--- src/logic/bss_pkg.sv ---
// constants and types for the boot source selector
package bss_pkg;
  localparam int unsigned CLK_HZ = 100_000_000;
  localparam int unsigned RESTART_MS = 3;
  localparam int unsigned SHORT_WIN_MS = 100;
  localparam int unsigned LONG_WIN_S = 60;
  localparam longint unsigned RESTART_CYC = longint'(CLK_HZ) / 1000 * RESTART_MS;
  localparam longint unsigned SHORT_WIN_CYC = longint'(CLK_HZ) / 1000 * SHORT_WIN_MS;
  localparam longint unsigned LONG_WIN_CYC = longint'(CLK_HZ) * LONG_WIN_S;
  localparam int CNT_W = 33;

  typedef enum logic [2:0] {
    BSS_MODE_SERIAL,      // long serial window only
    BSS_MODE_SER_FLASH,   // short window then flash
    BSS_MODE_FLASH_ONLY,  // flash, shutdown on failure
    BSS_MODE_SD_SERIAL,   // sd, long window on failure
    BSS_MODE_SD_ONLY      // sd, shutdown on failure
  } bss_mode_t;

  typedef struct packed {
    logic flash_boot_select;
    logic select_pullup_switch;
    logic select_pulldown_switch;
    logic card_present;
  } bss_straps_t;

  typedef struct packed {
    logic serial_active;
    logic flash_active;
    logic sd_active;
    logic core_run;
    logic shutdown;
  } bss_status_t;
endpackage

--- src/logic/bss_boot_selector.sv ---
// boot source sequencer with status led power gating
`timescale 1ns/1ps
module bss_boot_selector #(
  parameter longint unsigned RESTART_CYCLES = bss_pkg::RESTART_CYC,   // restart delay
  parameter longint unsigned SHORT_WIN_CYCLES = bss_pkg::SHORT_WIN_CYC, // short serial window
  parameter longint unsigned LONG_WIN_CYCLES = bss_pkg::LONG_WIN_CYC  // long serial window
) (
  input wire logic sys_clk, // 100 mhz clock
  input wire logic rst_b, // sync reset, active low
  input wire logic reset_in_low, // external reset pin level
  input wire bss_pkg::bss_straps_t straps, // strap switches and card detect
  input wire logic serial_loaded, // pulse: serial load finished
  input wire logic boot_ok, // pulse: flash or sd load succeeded
  input wire logic boot_fail, // pulse: flash or sd load failed
  input wire logic led_line_a, // led line a level
  input wire logic led_line_b, // led line b level
  input wire logic led_enable_switch, // led power switch
  output logic led_a_on, // led a lit
  output logic led_b_on, // led b lit
  output logic io_oe, // controller drives i/o lines
  output bss_pkg::bss_status_t status, // boot progress
  output bss_pkg::bss_mode_t mode // decoded boot mode
);
  typedef enum {ST_RESET, ST_DELAY, ST_SAMPLE, ST_SHORT, ST_FLASH, ST_SD, ST_LONG, ST_RUN, ST_DOWN} bss_state_t;

  bss_state_t state_reg;
  logic [bss_pkg::CNT_W-1:0] cnt_reg;
  logic in_reset;

  // decode straps to mode; pull-up wins, both-on is caller error
  function automatic bss_pkg::bss_mode_t decode(input bss_pkg::bss_straps_t s);
    if (s.select_pullup_switch && !s.select_pulldown_switch)
      decode = bss_pkg::BSS_MODE_SERIAL;
    else if (s.flash_boot_select && s.select_pulldown_switch)
      decode = bss_pkg::BSS_MODE_FLASH_ONLY;
    else if (s.flash_boot_select)
      decode = bss_pkg::BSS_MODE_SER_FLASH;
    else if (s.select_pulldown_switch)
      decode = bss_pkg::BSS_MODE_SD_ONLY;
    else if (s.card_present)
      decode = bss_pkg::BSS_MODE_SD_SERIAL;
    else
      decode = bss_pkg::BSS_MODE_SERIAL;
  endfunction

  // restart delay spent; the sequencer and the strap latch share it so that
  // the straps are taken on exactly the edge on which sampling begins
  function automatic logic delay_done(input logic [bss_pkg::CNT_W-1:0] c);
    delay_done = (c >= RESTART_CYCLES[bss_pkg::CNT_W-1:0] - 2'd2);
  endfunction

  // either reset source restarts the boot; the pin is taken as synchronous
  assign in_reset = !rst_b || !reset_in_low;

  // sequencer; any reset restarts evaluation from scratch
  always_ff @(posedge sys_clk)
  begin
    if (in_reset)
    begin
      state_reg <= ST_RESET;
      cnt_reg <= '0;
    end
    else
    begin
      cnt_reg <= cnt_reg + 1'b1;
      case (state_reg)
        ST_RESET:
        begin
          state_reg <= ST_DELAY;
          cnt_reg <= '0;
        end
        ST_DELAY:
          if (delay_done(cnt_reg))
            state_reg <= ST_SAMPLE;
        ST_SAMPLE:
        begin
          cnt_reg <= '0;
          case (mode)
            bss_pkg::BSS_MODE_SER_FLASH: state_reg <= ST_SHORT;
            bss_pkg::BSS_MODE_FLASH_ONLY: state_reg <= ST_FLASH;
            bss_pkg::BSS_MODE_SD_SERIAL, bss_pkg::BSS_MODE_SD_ONLY: state_reg <= ST_SD;
            default: state_reg <= ST_LONG;
          endcase
        end
        ST_SHORT:
          if (serial_loaded)
            state_reg <= ST_RUN;
          else if (cnt_reg >= SHORT_WIN_CYCLES[bss_pkg::CNT_W-1:0] - 1'b1)
            state_reg <= ST_FLASH;
        ST_FLASH, ST_SD:
        begin
          cnt_reg <= '0;
          if (boot_ok)
            state_reg <= ST_RUN;
          else if (boot_fail)
            state_reg <= (mode == bss_pkg::BSS_MODE_FLASH_ONLY || mode == bss_pkg::BSS_MODE_SD_ONLY)
                         ? ST_DOWN : ST_LONG;
        end
        ST_LONG:
          if (serial_loaded)
            state_reg <= ST_RUN;
          else if (cnt_reg >= LONG_WIN_CYCLES[bss_pkg::CNT_W-1:0] - 1'b1)
            state_reg <= ST_DOWN;
        ST_RUN: cnt_reg <= '0;
        ST_DOWN: cnt_reg <= '0;
        default: state_reg <= ST_RESET;
      endcase
    end
  end

  // straps latched once, while lines still float
  always_ff @(posedge sys_clk)
  begin
    if (in_reset)
      mode <= bss_pkg::BSS_MODE_SERIAL;
    else if (state_reg == ST_DELAY && delay_done(cnt_reg))
      mode <= decode(straps);
  end

  // registered status; lines released during reset and sampling
  always_ff @(posedge sys_clk)
  begin
    if (in_reset)
    begin
      status <= '0;
      io_oe <= 1'b0;
    end
    else
    begin
      status.serial_active <= (state_reg == ST_SHORT || state_reg == ST_LONG);
      status.flash_active <= (state_reg == ST_FLASH);
      status.sd_active <= (state_reg == ST_SD);
      status.core_run <= (state_reg == ST_RUN);
      status.shutdown <= (state_reg == ST_DOWN);
      io_oe <= (state_reg == ST_RUN);
    end
  end

  // led buffer: only sees the lines, switch cuts power
  always_ff @(posedge sys_clk)
  begin
    if (!rst_b)
    begin
      led_a_on <= 1'b0;
      led_b_on <= 1'b0;
    end
    else
    begin
      led_a_on <= led_enable_switch && led_line_a;
      led_b_on <= led_enable_switch && led_line_b;
    end
  end

  // led buffer: follows its line one cycle late, dark without power
  a_led_dark_off: assert property (@(posedge sys_clk) disable iff (!rst_b)
    !led_enable_switch |=> !led_a_on && !led_b_on) else $error("led lit while power off");
  a_led_follows: assert property (@(posedge sys_clk) disable iff (!rst_b)
    led_enable_switch && led_line_a |=> led_a_on) else $error("led a not following line");
  a_led_b_follows: assert property (@(posedge sys_clk) disable iff (!rst_b)
    led_enable_switch && led_line_b |=> led_b_on) else $error("led b not following line");
  a_led_a_low: assert property (@(posedge sys_clk) disable iff (!rst_b)
    !led_line_a |=> !led_a_on) else $error("led a lit with line low");
  a_led_b_low: assert property (@(posedge sys_clk) disable iff (!rst_b)
    !led_line_b |=> !led_b_on) else $error("led b lit with line low");

  // lines float and status clears under either reset
  a_float_reset: assert property (@(posedge sys_clk)
    !reset_in_low |=> !io_oe && !status.core_run) else $error("lines driven in reset");
  a_reset_quiet: assert property (@(posedge sys_clk)
    !rst_b |=> status == '0 && !io_oe) else $error("status or lines active in reset");
  a_io_run_only: assert property (@(posedge sys_clk) disable iff (in_reset)
    state_reg != ST_RUN |=> !io_oe) else $error("lines driven outside run");

  // mode is taken once and does not move until the next reset
  a_mode_stable: assert property (@(posedge sys_clk) disable iff (in_reset)
    (state_reg == ST_LONG || state_reg == ST_FLASH || state_reg == ST_SD) |=> $stable(mode))
    else $error("mode changed mid boot");
  a_mode_held: assert property (@(posedge sys_clk) disable iff (in_reset)
    (state_reg == ST_SHORT || state_reg == ST_RUN || state_reg == ST_DOWN) |=> $stable(mode))
    else $error("mode changed after boot");

  // first boot step chosen from the decoded mode
  a_pullup_serial: assert property (@(posedge sys_clk) disable iff (in_reset)
    state_reg == ST_SAMPLE && mode == bss_pkg::BSS_MODE_SERIAL |=> state_reg == ST_LONG)
    else $error("serial mode skipped window");
  a_sample_short: assert property (@(posedge sys_clk) disable iff (in_reset)
    state_reg == ST_SAMPLE && mode == bss_pkg::BSS_MODE_SER_FLASH |=> state_reg == ST_SHORT)
    else $error("flash mode skipped short window");
  a_sample_flash: assert property (@(posedge sys_clk) disable iff (in_reset)
    state_reg == ST_SAMPLE && mode == bss_pkg::BSS_MODE_FLASH_ONLY |=> state_reg == ST_FLASH)
    else $error("flash only opened a window");
  a_sample_sd: assert property (@(posedge sys_clk) disable iff (in_reset)
    state_reg == ST_SAMPLE && (mode == bss_pkg::BSS_MODE_SD_SERIAL || mode == bss_pkg::BSS_MODE_SD_ONLY)
    |=> state_reg == ST_SD) else $error("card mode did not start card load");

  // outcome of each load attempt and of the windows
  a_flash_down: assert property (@(posedge sys_clk) disable iff (in_reset)
    state_reg == ST_FLASH && mode == bss_pkg::BSS_MODE_FLASH_ONLY && boot_fail && !boot_ok
    |=> state_reg == ST_DOWN) else $error("flash only did not shut down");
  a_flash_fallback: assert property (@(posedge sys_clk) disable iff (in_reset)
    state_reg == ST_FLASH && mode == bss_pkg::BSS_MODE_SER_FLASH && boot_fail && !boot_ok
    |=> state_reg == ST_LONG) else $error("flash fail missed window");
  a_sd_fallback: assert property (@(posedge sys_clk) disable iff (in_reset)
    state_reg == ST_SD && mode == bss_pkg::BSS_MODE_SD_SERIAL && boot_fail && !boot_ok
    |=> state_reg == ST_LONG ##1 status.serial_active) else $error("sd fail missed window");
  a_sd_only_down: assert property (@(posedge sys_clk) disable iff (in_reset)
    state_reg == ST_SD && mode == bss_pkg::BSS_MODE_SD_ONLY && boot_fail && !boot_ok
    |=> state_reg == ST_DOWN) else $error("sd only did not shut down");
  a_short_to_flash: assert property (@(posedge sys_clk) disable iff (in_reset)
    state_reg == ST_SHORT && !serial_loaded && cnt_reg == SHORT_WIN_CYCLES[bss_pkg::CNT_W-1:0] - 1'b1
    |=> state_reg == ST_FLASH) else $error("short window overran");
  a_long_expire: assert property (@(posedge sys_clk) disable iff (in_reset)
    state_reg == ST_LONG && !serial_loaded && cnt_reg == LONG_WIN_CYCLES[bss_pkg::CNT_W-1:0] - 1'b1
    |=> state_reg == ST_DOWN) else $error("long window overran");
  a_down_final: assert property (@(posedge sys_clk) disable iff (in_reset)
    state_reg == ST_DOWN |=> state_reg == ST_DOWN)
    else $error("shutdown left without reset");
  a_restart_hold: assert property (@(posedge sys_clk) disable iff (in_reset)
    state_reg == ST_RESET |=> state_reg == ST_DELAY ##1 state_reg != ST_SAMPLE)
    else $error("boot started early");
endmodule

--- config.mk ---
export PLATFORM = sky130hd
export DESIGN_NAME = bss_boot_selector
export DESIGN_NICKNAME = d
export VERILOG_FILES = /design/src/logic/bss_pkg.sv /design/src/logic/bss_boot_selector.sv
export SDC_FILE = /design/constraint.sdc
export NUM_CORES = 1
export LEC_CHECK = 0
export ABC_AREA = 1
export BUFFER_PORTS_ARGS = -buffer_cell sky130_fd_sc_hd__buf_2
export CAP_MARGIN = 20
export CORE_MARGIN = 2
export CORE_UTILIZATION = 67
export CTS_BUF_LIST = sky130_fd_sc_hd__clkbuf_4 sky130_fd_sc_hd__clkbuf_8
export CTS_CLUSTER_DIAMETER = 100
export DETAILED_ROUTE_END_ITERATION = 10
export GPL_ROUTABILITY_DRIVEN = 0
export GPL_TIMING_DRIVEN = 0
export PLACE_DENSITY = 0.87
export SYNTH_ARGS = -nofsm -noshare
export SYNTH_HDL_FRONTEND = slang
export SYNTH_SLANG_ARGS = --single-unit
--- constraint.sdc ---
create_clock -name sys_clk -period 3.65 [get_ports sys_clk]
set_input_delay 0.5475 -clock sys_clk [delete_from_list [all_inputs] [get_ports sys_clk]]
set_output_delay 0.5475 -clock sys_clk [all_outputs]
set_load 0.1 [all_outputs]
== Word level (Yosys, flattened, before mapping) ==
Cells that the tools add are included.
Storage, ports and cells
  bits in registers: 75
  output and inout bits: 11
Operators by class
  bitwise operators: 1
  magnitude comparators: 3
  $add $sub $neg: 1
  multiplexer cells: 15
  equal/unequal tests: 23
  reduce and logical (&&, ||, !) cells: 17
Operators by type and width (number)
  32-bit two-way mux: 7
  32-bit case mux with 7 select lines: 1
  32-bit by 3-bit equality test with 1-bit output (second input constant): 5
  32-bit by 4-bit equality test with 1-bit output (second input constant): 5
  32-bit by 2-bit equality test with 1-bit output (second input constant): 3
  33-bit by 1-bit adder with 33-bit output (second input constant): 1
  33-bit by 19-bit greater-or-equal comparator with 1-bit output (second input constant): 1
  33-bit by 24-bit greater-or-equal comparator with 1-bit output (second input constant): 1
  33-bit greater-or-equal comparator (second input constant): 1
  32-bit by 1-bit equality test with 1-bit output (second input constant): 1
  32-bit by 5-bit equality test with 1-bit output (second input constant): 1
  32-bit zero test: 1
  3-bit two-way mux: 4
  3-bit inequality test (second input constant): 3
  3-bit case mux with 3 select lines: 1
  7-bit OR reduction: 1
  3-bit by 2-bit equality test with 1-bit output (second input constant): 2
  2-bit OR reduction: 3
  1-bit logical AND: 5
  5-bit AND reduction: 1
  4-bit two-way mux: 1
  3-bit by 1-bit equality test with 1-bit output (second input constant): 1
  3-bit equality test (second input constant): 1
  1-bit zero test: 3
  4 further kinds: 6

== Depth between registers and ports, before layout ==
Gate-level depths: netlist of the first run.
  depth in word-level cells: 6
  depth in mapped cells: 14
  depth with buffers taken out: 13

== Least setup slack after synthesis of the first run ==
Ideal clock, no wire load.
  kind: flip-flop to flip-flop
  from: register mode[1]
  to: register state_reg[2]
  clock period less this slack: 2.110 ns
  cell stages (with the launch flop): 9
  data required time: 3.537 ns
  setup time: 0.113 ns
  arrival: 1.997 ns
  path slack: 1.540 ns
  cell sequence: dfxtp_1 > inv_1 > nor2_1 > nand2_1 > a21oi_1 > o21ai_0 > or3_1 > nor2_1 > nor2_1
Between the ends
  longest elaborated chain between the ends: 6
  elaborated cells on any way between the ends: 11
  those cells by class: eq/ne (4); mux (5); reduce/logical (2)
RTL lines
  start, declared: RTL line bss_boot_selector.sv:22  | output bss_pkg::bss_mode_t mode
  start signal, assigned: RTL line bss_boot_selector.sv:115  | mode <= bss_pkg::BSS_MODE_SERIAL;
  start signal, assigned: RTL line bss_boot_selector.sv:117  | mode <= decode(straps);
  3-bit by 2-bit equality test with 1-bit output / 3-bit equality test (equally long branches): RTL line bss_boot_selector.sv:78, bss_boot_selector.sv:96
  1-bit logical OR: RTL line bss_boot_selector.sv:96  | state_reg <= (mode == bss_pkg::BSS_MODE_FLASH_ONLY || mode == bss_pkg::BSS_MODE_SD_ONLY)
  4-bit two-way mux: RTL line bss_boot_selector.sv:97  | ? ST_DOWN : ST_LONG;
  32-bit two-way mux: RTL line bss_boot_selector.sv:95  | else if (boot_fail)
  32-bit two-way mux: RTL line bss_boot_selector.sv:93  | if (boot_ok)
  32-bit case mux with 7 select lines (*): RTL line bss_boot_selector.sv:66  | case (state_reg)
  end signal, assigned: RTL line bss_boot_selector.sv:96
  end, declared: RTL line bss_boot_selector.sv:26  | bss_state_t state_reg;
Every way passes the cells marked *; elsewhere a longest branch is shown, timed or not. The select of a mux whose other input is x is not followed.
A chain may end at the register's enable or synchronous reset.

== Final worst setup path of the first run ==
  from: register cnt_reg[0] (netlist bit)
  to: register cnt_reg[32] (netlist bit)
Between the ends
  longest elaborated chain between the ends: 1
RTL lines
  start, declared: RTL line bss_boot_selector.sv:27  | logic [bss_pkg::CNT_W-1:0] cnt_reg;
  start signal, assigned: RTL line bss_boot_selector.sv:65  | cnt_reg <= cnt_reg + 1'b1;
  33-bit by 1-bit adder with 33-bit output: RTL line bss_boot_selector.sv:65
Every way passes these cells.

==> impl_metrics.csv, run 1 <==
group,metric,value,unit
status,status,"completed",
clocking,cts_resized,0,
grt,grt_start_max_net_pins,14,
timing,setup_slack,1750,ps
worst_setup_path,path_class,"reg -> reg",
synthesis,synth_top_area_share,30.7,%
placement,place_area,3250,um2
job,maxCapViolations,0,
timing,drv_slew,0,
layout,drive_gt1_share,14.6,%
layout,largest_register_ffs,33,
layout,fin_area,3330,um2
power_and_ir_drop,seqPwrFrac,49.6,%
worst_hold_path,hold_path_class,"in -> reg",
floorplan,die_h,71.7,um
synthesis,synth_fp_nets,512,
grt,antenna_found_initial,0,
synthesis,syn_area,3070,um2
synthesis,synth.ff_latch_count,47,
grt,grt_pass1_vias,2795,
floorplan,die_area,5130,um2
synthesis,ys_seq_area_share,30.7,%
grt,grt-ovfl-total,0,
floorplan,coreArea,4380,um2
layout,finalNetCount,542,
clocking,cts_tree,"built",
drt,ant_nets,0,
power_and_ir_drop,clkPwrFrac,29.8,%
drt,via_per_inst,5.49,
timing,fin_crit,1900,ps
layout,diodes,0,
synthesis,synthDistinctLibCells,40,
power_and_ir_drop,p_sw_share,31.0,%
drt,drc,0,
timing,slew_headroom,65.2,%
layout,fin_cells,579,
drt,dr.pass1.iters,5,
floorplan,fp.dieW,71.7,um
clocking,clockBufferDepth,2,
clocking,cts.sinks,47,
drt,wl_per_cell,12.5,um
worst_setup_path,r2r_slack,1750,ps
timing,setup-tns-final,0,ps
floorplan,ios,24,
placement,dp_slack,1650,ps
power_and_ir_drop,p_sw,0.334,mW
power_and_ir_drop,ir_drop,259,uV
timing,rsz0062_at_grt,"no",
clocking,cts-htree-levels,2,
floorplan,core.rowCount,24,
power_and_ir_drop,total_power,1.08,mW
placement,port_buffers,23,
clocking,post-cts-setup-buffers,0,
timing,clock.fmax,0.527,GHz
power_and_ir_drop,total_leakage_power,1.43,nW
clocking,path_clk_slew,80,ps
worst_setup_path,required,3850,ps
synthesis,syn_inst,497,
timing,setup_viol,0,
timing,worst_pin_slew,522,ps
worst_setup_path,worstSetupEndpointType,"flop",
synthesis,async_flop_share,0,%
clocking,root_buffer,"clkbuf_8",
synthesis,synth_edf_count,0,
clocking,numCtsBuffers,5,
clocking,ctsHoldBuffers,0,
synthesis,ys_warn_count,0,
synthesis,yosys.area.top_type,"dfxtp_1",
synthesis,synthTopCellsByCount,"nand2_1 (111), nor2_1 (99), inv_1 (63)",
grt,grt_usage,29.4,%
worst_setup_path,crit_fanout,4,
synthesis,yosysMostFrequentCell,"nand2_1",
timing,fin_skew,8.59,ps
drt,vias,3176,
floorplan,start_util,69.9,%
worst_setup_path,crit_arrival,2090,ps
worst_setup_path,startpoint_type,"flop",
power_and_ir_drop,combPwrFrac,20.6,%
drt,drt_iter0_drc,296,
synthesis,ys.flop_type,"dfxtp_1",
placement,place_inst,572,
drt,wl,7.26,mm
synthesis,synthTopCellsByArea,"dfxtp_1 (31%), nand2_1 (14%), nor2_1 (12%), inv_1 (7.7%), a21oi_1 (4.7%)",
timing,hold_viol,0,
grt,grt_pass1_wl,12.0,mm
power_and_ir_drop,p_int,0.745,mW
clocking,clock_latency,310,ps
placement,dpl.hpwl,5.67,mm
layout,area_growth,8.73,%
power_and_ir_drop,power_density,324,nW/um2
synthesis,synth_area_per_cell,6.17,um2
timing,finalCritPeriodShare,51.9,%
==> cell families (layout without fill, tap and decap cells) <==
| kind of cell | Yosys count | in the layout | share of synthesized area (%) |
|---|---|---|---|
| XOR/XNOR | 4 | 4 | 1.14 |
| flip-flops | 47 | 47 | 30.7 |
| adder cells (fa/ha/maj) | 2 | 2 | 0.816 |
| buffers and inverters | 84 | 114 | 10.6 |
| AO/OA/AOI/OAI | 64 | 64 | 11.8 |
| AND/OR/NAND/NOR | 296 | 296 | 44.9 |
==> layout make-up <==
| type | instances | area [um2] |
|---|---|---|
| multi-input combinational | 366 | 1800 |
| clock buffer | 6 | 82.6 |
| buffer | 8 | 41.3 |
| timing repair buffer | 23 | 115 |
| clock inverter | 1 | 5.00 |
| inverter | 76 | 285 |
| tap | 52 | 65.1 |
| fill | 360 | 1050 |
| sequential | 47 | 941 |
==> power by group through the flow <==
stage / Clock (mW) / Sequential, mW / Combinational (mW)
after floorplan: 0 / 0.561 / 0.151
final: 0.322 / 0.536 / 0.222
after CTS: 0.324 / 0.536 / 0.216
after global routing: 0.345 / 0.537 / 0.251
after global placement: 0 / 0.547 / 0.210
after detailed placement: 0 / 0.548 / 0.214
==> worst paths after layout <==
check	from	endpoint	depth (start not counted)
setup / recovery	cnt_reg[0]	cnt_reg[32]	12
hold / removal	led_line_a	led_a_on	3
setup reg to reg	cnt_reg[0]	cnt_reg[32]	12
hold reg to reg	cnt_reg[0]	cnt_reg[0]	1
==> placed cells by master (no fill, tap or decap), drive strengths merged, types with 2 or more instances in the layout <==
| cell type | n |
|---|---|
| nand2 | 120 |
| nor2 | 112 |
| inv | 73 |
| dfxtp | 47 |
| buf | 30 |
| a21oi | 30 |
| nand3 | 24 |
| nor3 | 21 |
| o21ai | 19 |
| nand4 | 10 |
| clkbuf | 7 |
| o21a | 6 |
| nor4 | 4 |
| clkinv | 4 |
| a31oi | 3 |
| xor2 | 3 |
| nor3b | 3 |
| o211ai | 2 |
| ha | 2 |
==> per-layer routing <==
metal	up-vias	share of wire [%]	track usage, %
li1	1630	-	-
met4	0	2.3	10.1
met1	1384	45	40.6
met5	-	0	0
met2	146	44	46.6
met3	16	9.1	5.06
==> critical path: stages, from the launching register on <==
cell     delay (ps)
dfxtp_1         390
ha_1            190
nand2_1          90
nor2_1          150
nand2_2         110
nor2_4          150
nand2_4          90
nor2_4          130
nand2_4         100
nor2_8          120
nand2_1          90
o21ai_1         130
a21oi_1          50
==> per-stage QoR <==
step	hold WS (ps)	util, %
after floorplan	430	-
after global placement	459	74.1
after detailed placement	474	74.1
after CTS	453	76.1
after global routing	462	76.1
final	451	76.1
Power figures use the tool's default switching activity.
==> run 2, diff against run 1 <==
- CORE_UTILIZATION: 67 -> 56
- PLACE_DENSITY: 0.87 -> 0.77
- clock period: 3.65 -> 1.6 ns (I/O delays scaled with it)
==> impl_metrics.csv, run 2 (synthesis gave the netlist of run 1 again) <==
group,metric,value,unit
worst_hold_path,hold_start,"led_line_a",
drt,ant_nets,0,
grt,grt-ovfl-total,0,
clocking,clockBufferDepth,2,
grt,gr-usage-met3,5.00,%
layout,fin_cells,612,
layout,final_cell_mix,"nand2_1 (102), nor2_1 (84), inv_1 (60)",
clocking,cts-htree-levels,2,
timing,hold_viol,0,
status,violations,"setup timing",
placement,dpl.hpwl,5.93,mm
timing,finalCritPeriodShare,107,%
timing,setup_slack,-120,ps
power_and_ir_drop,ir_drop,658,uV
grt,grt_pass1_wl,13.4,mm
timing,fin_crit,1720,ps
drt,drc,0,
timing,drv_slew,0,
timing,rsz0062_at_grt,"yes",
worst_setup_path,crit_path_frequent_cell,"nor2_4",
worst_setup_path,crit_fanout,4,
clocking,path_clk_slew,90,ps
power_and_ir_drop,total_leakage_power,1.65,nW
grt,grt_usage,27.5,%
layout,largest_register_ffs,33,
clocking,numCtsBuffers,5,
worst_hold_path,hold_path_class,"in -> reg",
layout,final_common_cell,"nand2_1",
worst_setup_path,r2r-end,"cnt_reg[30]",
drt,dr.pass1.iters,5,
layout,finalNetCount,556,
grt,grt_pass1_vias,3091,
timing,setup_viol,16,
worst_setup_path,critPathBufInv,0,
floorplan,fp.dieW,78,um
placement,port_buffers,23,
worst_setup_path,r2r_slack,-120,ps
timing,fin_skew,3.76,ps
clocking,cts.sinks,47,
worst_setup_path,path_cells,"ha_4 > nand2_4 > nor2_4 > nand2_4 > nor2_4 > nand2_4 > nor2_4 > nand3_4 > nor2_4 > nand2_2 > o21ai_2 > a21oi_1",
worst_hold_path,min_to,"led_a_on",
placement,place_inst,590,
worst_setup_path,crit_arrival,1920,ps
grt,antenna_found_initial,0,
floorplan,coreArea,5200,um2
job,maxCapViolations,0,
worst_setup_path,path_class,"reg -> reg",
power_and_ir_drop,total_power,2.84,mW
worst_setup_path,timing.rr.start,"cnt_reg[0]",
clocking,cts_tree,"built",
drt,drt_iter0_drc,292,
drt,wl_per_cell,13.4,um
worst_setup_path,required,1800,ps
grt,use_met1,34.0,%
worst_hold_path,min_path_cells,3,
worst_setup_path,startpoint_type,"flop",
timing,slew_headroom,67.5,%
worst_setup_path,rr_worst_depth,12,
grt,gr-max-usage-layer,"met2",
drt,wl,8.22,mm
grt,grt_start_max_net_pins,16,
layout,diodes,0,
layout,post-route-util,72.9,%
floorplan,start_util,58.9,%
clocking,clock_latency,310,ps
floorplan,ios,24,
floorplan,die_area,6080,um2
timing,worst_pin_slew,491,ps
timing,clock.fmax,0.581,GHz
floorplan,die_h,78,um
worst_setup_path,critPathMaxStageDelay,380,ps
grt,globalRouteMet2Util,46.7,%
power_and_ir_drop,power_density,749,nW/um2
clocking,root_buffer,"clkbuf_8",
drt,vias,3303,
worst_setup_path,crit_family,"simple AND/OR/NAND/NOR gates",
layout,area_growth,23.7,%
layout,fill_cells,446,
worst_setup_path,crit_slowest_cell,"dfxtp_4",
status,status,"finished, violations left",
layout,drive_gt1_share,29.0,%
worst_setup_path,worstSetupEndpointType,"flop",
clocking,ctsHoldBuffers,0,
drt,via_per_inst,5.40,
floorplan,core.rowCount,26,
## run 2: changes by cell type in the layout (fill, tap and decap cells not counted), sizes merged
cell / before / now
buf: 30 / 44
clkinvlp: 0 / 1
clkbuf: 7 / 6
clkinv: 4 / 3
bufinv: 0 / 2
## run 2: metal layers
metal	wire length [um]	share of wire (%)
met1	3570	43
met2	3950	48
met3	482	5.9
met4	225	2.7
met5	0	0
## run 2: report_power, final
group	internal, mW	switching [mW]	leakage (nW)
clock network	0.623	0.444	0.0644
registers	1.19	0.0243	0.392
logic	0.196	0.363	1.19
total	2.01	0.831	1.65
## run 2: metrics by stage
stage               worst slack (ps)  hold slack, ps  instance area (um2)  TNS (ps)
finish                          -120             132                 3790      -861
CTS                            -84.3             127                 3640      -478
detailed placement              -290             460                 3310     -6490
global placement                -274             455                 3310     -5990
global route                    -259             137                 3790     -3750
floorplan                      -54.1             354                 3110     -54.1
## run 2: cell type report
type,count,area [um2],area share [%]
multi-input combinational,366,2010,53.1
sequential,47,983,25.9
inverter,76,289,7.62
timing repair buffer,38,228,6.00
tap,70,87.6,2.31
clock buffer,5,68.8,1.81
clock inverter,3,67.6,1.78
buffer,7,55.1,1.45
## run 2: how the worst max path moves through the flow
stage / from / end / slack [ps] / cells after the start
CTS: cnt_reg[0] / cnt_reg[30] / -80 / 12
global route: cnt_reg[14] / state_reg[2] / -260 / 11
floorplan: cnt_reg[1] / cnt_reg[30] / -50 / 12
global placement: state_reg[1] / cnt_reg[12] / -270 / 8
finish: cnt_reg[0] / cnt_reg[30] / -120 / 12
detailed placement: cnt_reg[0] / cnt_reg[30] / -290 / 12
## run 2: what timing repair did
item	4_1_cts	5_1_grt
buffers inserted	11	4
gates cloned	0	0
gates resized for setup	40	46
setup endpoints to repair	39	39
endpoints found under the hold margin	0	0
pin swaps	16	13
## run 2: worst min-delay path, cell delays in order
cell	delay, ps
buf_2	90
nand2_1	40
nor2_1	30
==> run 3, diff against run 2 <==
- CORE_MARGIN: 2 -> 10
==> impl_metrics.csv, run 3 (synthesis gave the netlist of run 1 again) <==
group,metric,value,unit
status,status,"finished, violations left",
status,violations,"setup timing",
power_and_ir_drop,p_int,1.75,mW
power_and_ir_drop,power_density,655,nW/um2
worst_setup_path,startpoint_type,"flop",
worst_setup_path,crit_fanout,4,
floorplan,fp.dieW,94,um
floorplan,core.rowCount,26,
timing,fin_skew,8.12,ps
layout,fill_cells,385,
layout,finalNetCount,570,
layout,area_growth,28.5,%
power_and_ir_drop,clkPwrFrac,29.5,%
drt,vias,3366,
layout,drive_gt1_share,35.3,%
worst_hold_path,hold_path_class,"in -> reg",
timing,slew_headroom,67.3,%
grt,grt-ovfl-total,0,
power_and_ir_drop,total_leakage_power,1.72,nW
layout,largest_register_ffs,33,
worst_setup_path,crit_arrival,1960,ps
clocking,clock_latency,310,ps
clocking,root_buffer,"clkbuf_8",
timing,setup_viol,15,
layout,fin_cells,626,
drt,wl_per_cell,14.1,um
drt,ant_nets,0,
power_and_ir_drop,p_sw_share,32.4,%
placement,place_inst,590,
layout,final_cell_mix,"nand2_1 (98), nor2_1 (79), inv_1 (58)",
worst_setup_path,path_class,"reg -> reg",
timing,setup_slack,-153,ps
layout,register_area,990,um2
placement,port_buffers,23,
power_and_ir_drop,p_sw,0.836,mW
floorplan,start_util,58.9,%
clocking,ctsHoldBuffers,0,
placement,dpl.hpwl,6.03,mm
job,maxCapViolations,0,
worst_setup_path,worstSetupEndpointType,"flop",
grt,grt_usage,19.1,%
timing,rsz0062_at_grt,"yes",
clocking,cts-htree-levels,2,
timing,timing.hold.ws,136,ps
clocking,cts.sinks,47,
timing,worst_pin_slew,493,ps
grt,antenna_found_initial,0,
power_and_ir_drop,combPwrFrac,23.4,%
floorplan,coreArea,5200,um2
clocking,cts_tree,"built",
floorplan,die_area,8840,um2
drt,drc,0,
timing,clock.fmax,0.570,GHz
timing,finalCritPeriodShare,110,%
timing,fin_crit,1750,ps
floorplan,die_h,94,um
timing,drv_slew,0,
timing,hold_viol,0,
layout,diodes,0,
layout,multi_input_area,2080,um2
drt,dr.pass1.iters,5,
grt,grt_pass1_wl,13.8,mm
drt,drt_iter0_drc,279,
grt,grt_pass1_vias,3110,
power_and_ir_drop,seqPwrFrac,47.1,%
drt,wl,8.80,mm
worst_setup_path,required,1810,ps
grt,grt_start_max_net_pins,14,
clocking,clockBufferDepth,2,
clocking,numCtsBuffers,5,
layout,post-route-util,75.7,%
layout,final_common_cell,"nand2_1",
drt,via_per_inst,5.38,
floorplan,ios,24,
clocking,path_clk_slew,90,ps
power_and_ir_drop,ir_drop,551,uV
==> run 3: worst max-delay path, stage by stage, from the launching register on <==
cell and delay [ps]:
dfxtp_4 380, ha_4 150, nand2_4 70, nor2_4 120
nand2_4 80, nor2_4 120, nand2_4 90, nor2_4 150
nand2_4 90, nor2_8 140, buf_4 120, a21oi_2 40
o21a_1 100
==> run 3: what timing repair did <==
item | CTS | global route
setup endpoints to repair | 38 | 39
setup buffers | 16 | 15
gates resized for setup | 46 | 74
gates cloned | 0 | 0
pin swaps | 16 | 17
==> run 3: final timing paths <==
| check | startpoint | end | slack, ps | cells after the start |
|---|---|---|---|---|
| setup reg to reg | cnt_reg[0] | cnt_reg[24] | -150 | 12 |
| hold / removal | led_line_a | led_a_on | 140 | 3 |
| hold reg to reg | cnt_reg[19] | cnt_reg[19] | 490 | 1 |
| setup / recovery | cnt_reg[0] | cnt_reg[24] | -150 | 12 |
==> run 3: routing by layer <==
layer	share of wire, %	up-vias	global-route usage, %
met5	0	-	0
met4	2.3	0	6.96
met3	7.0	15	4.16
met2	47	136	32.0
met1	43	1522	23.2
li1	-	1693	-
==> run 3: per-stage QoR <==
| step | cell area (um2) | total power [mW] | TNS (ps) | setup slack [ps] |
|---|---|---|---|---|
| 6_report | 3940 | 2.58 | -1140 | -153 |
| 5_1_grt | 3940 | 2.70 | -3990 | -264 |
| 4_1_cts | 3640 | 2.53 | -562 | -101 |
| 3_5_place_dp | 3310 | 1.74 | -7380 | -338 |
| 3_3_place_gp | 3310 | 1.73 | -5290 | -259 |
| 2_1_floorplan | 3110 | 1.62 | -54.1 | -54.1 |
==> run 3: power groups by stage <==
| stage | clock network [mW] | logic, mW | registers, mW |
|---|---|---|---|
| after floorplan | 0 | 0.345 | 1.28 |
| after global routing | 0.818 | 0.664 | 1.22 |
| final | 0.762 | 0.603 | 1.22 |
| after CTS | 0.768 | 0.538 | 1.22 |
| after global placement | 0 | 0.481 | 1.25 |
| after detailed placement | 0 | 0.493 | 1.25 |
==> run 3: final cells by class <==
type,count,area share [%]
Multi-Input combinational cell,366,52.9
Timing Repair Buffer,53,8.83
Inverter,76,7.34
Buffer,6,1.33
Clock inverter,1,0.127
Sequential cell,47,25.1
Tap cell,70,2.22
Clock buffer,7,2.13
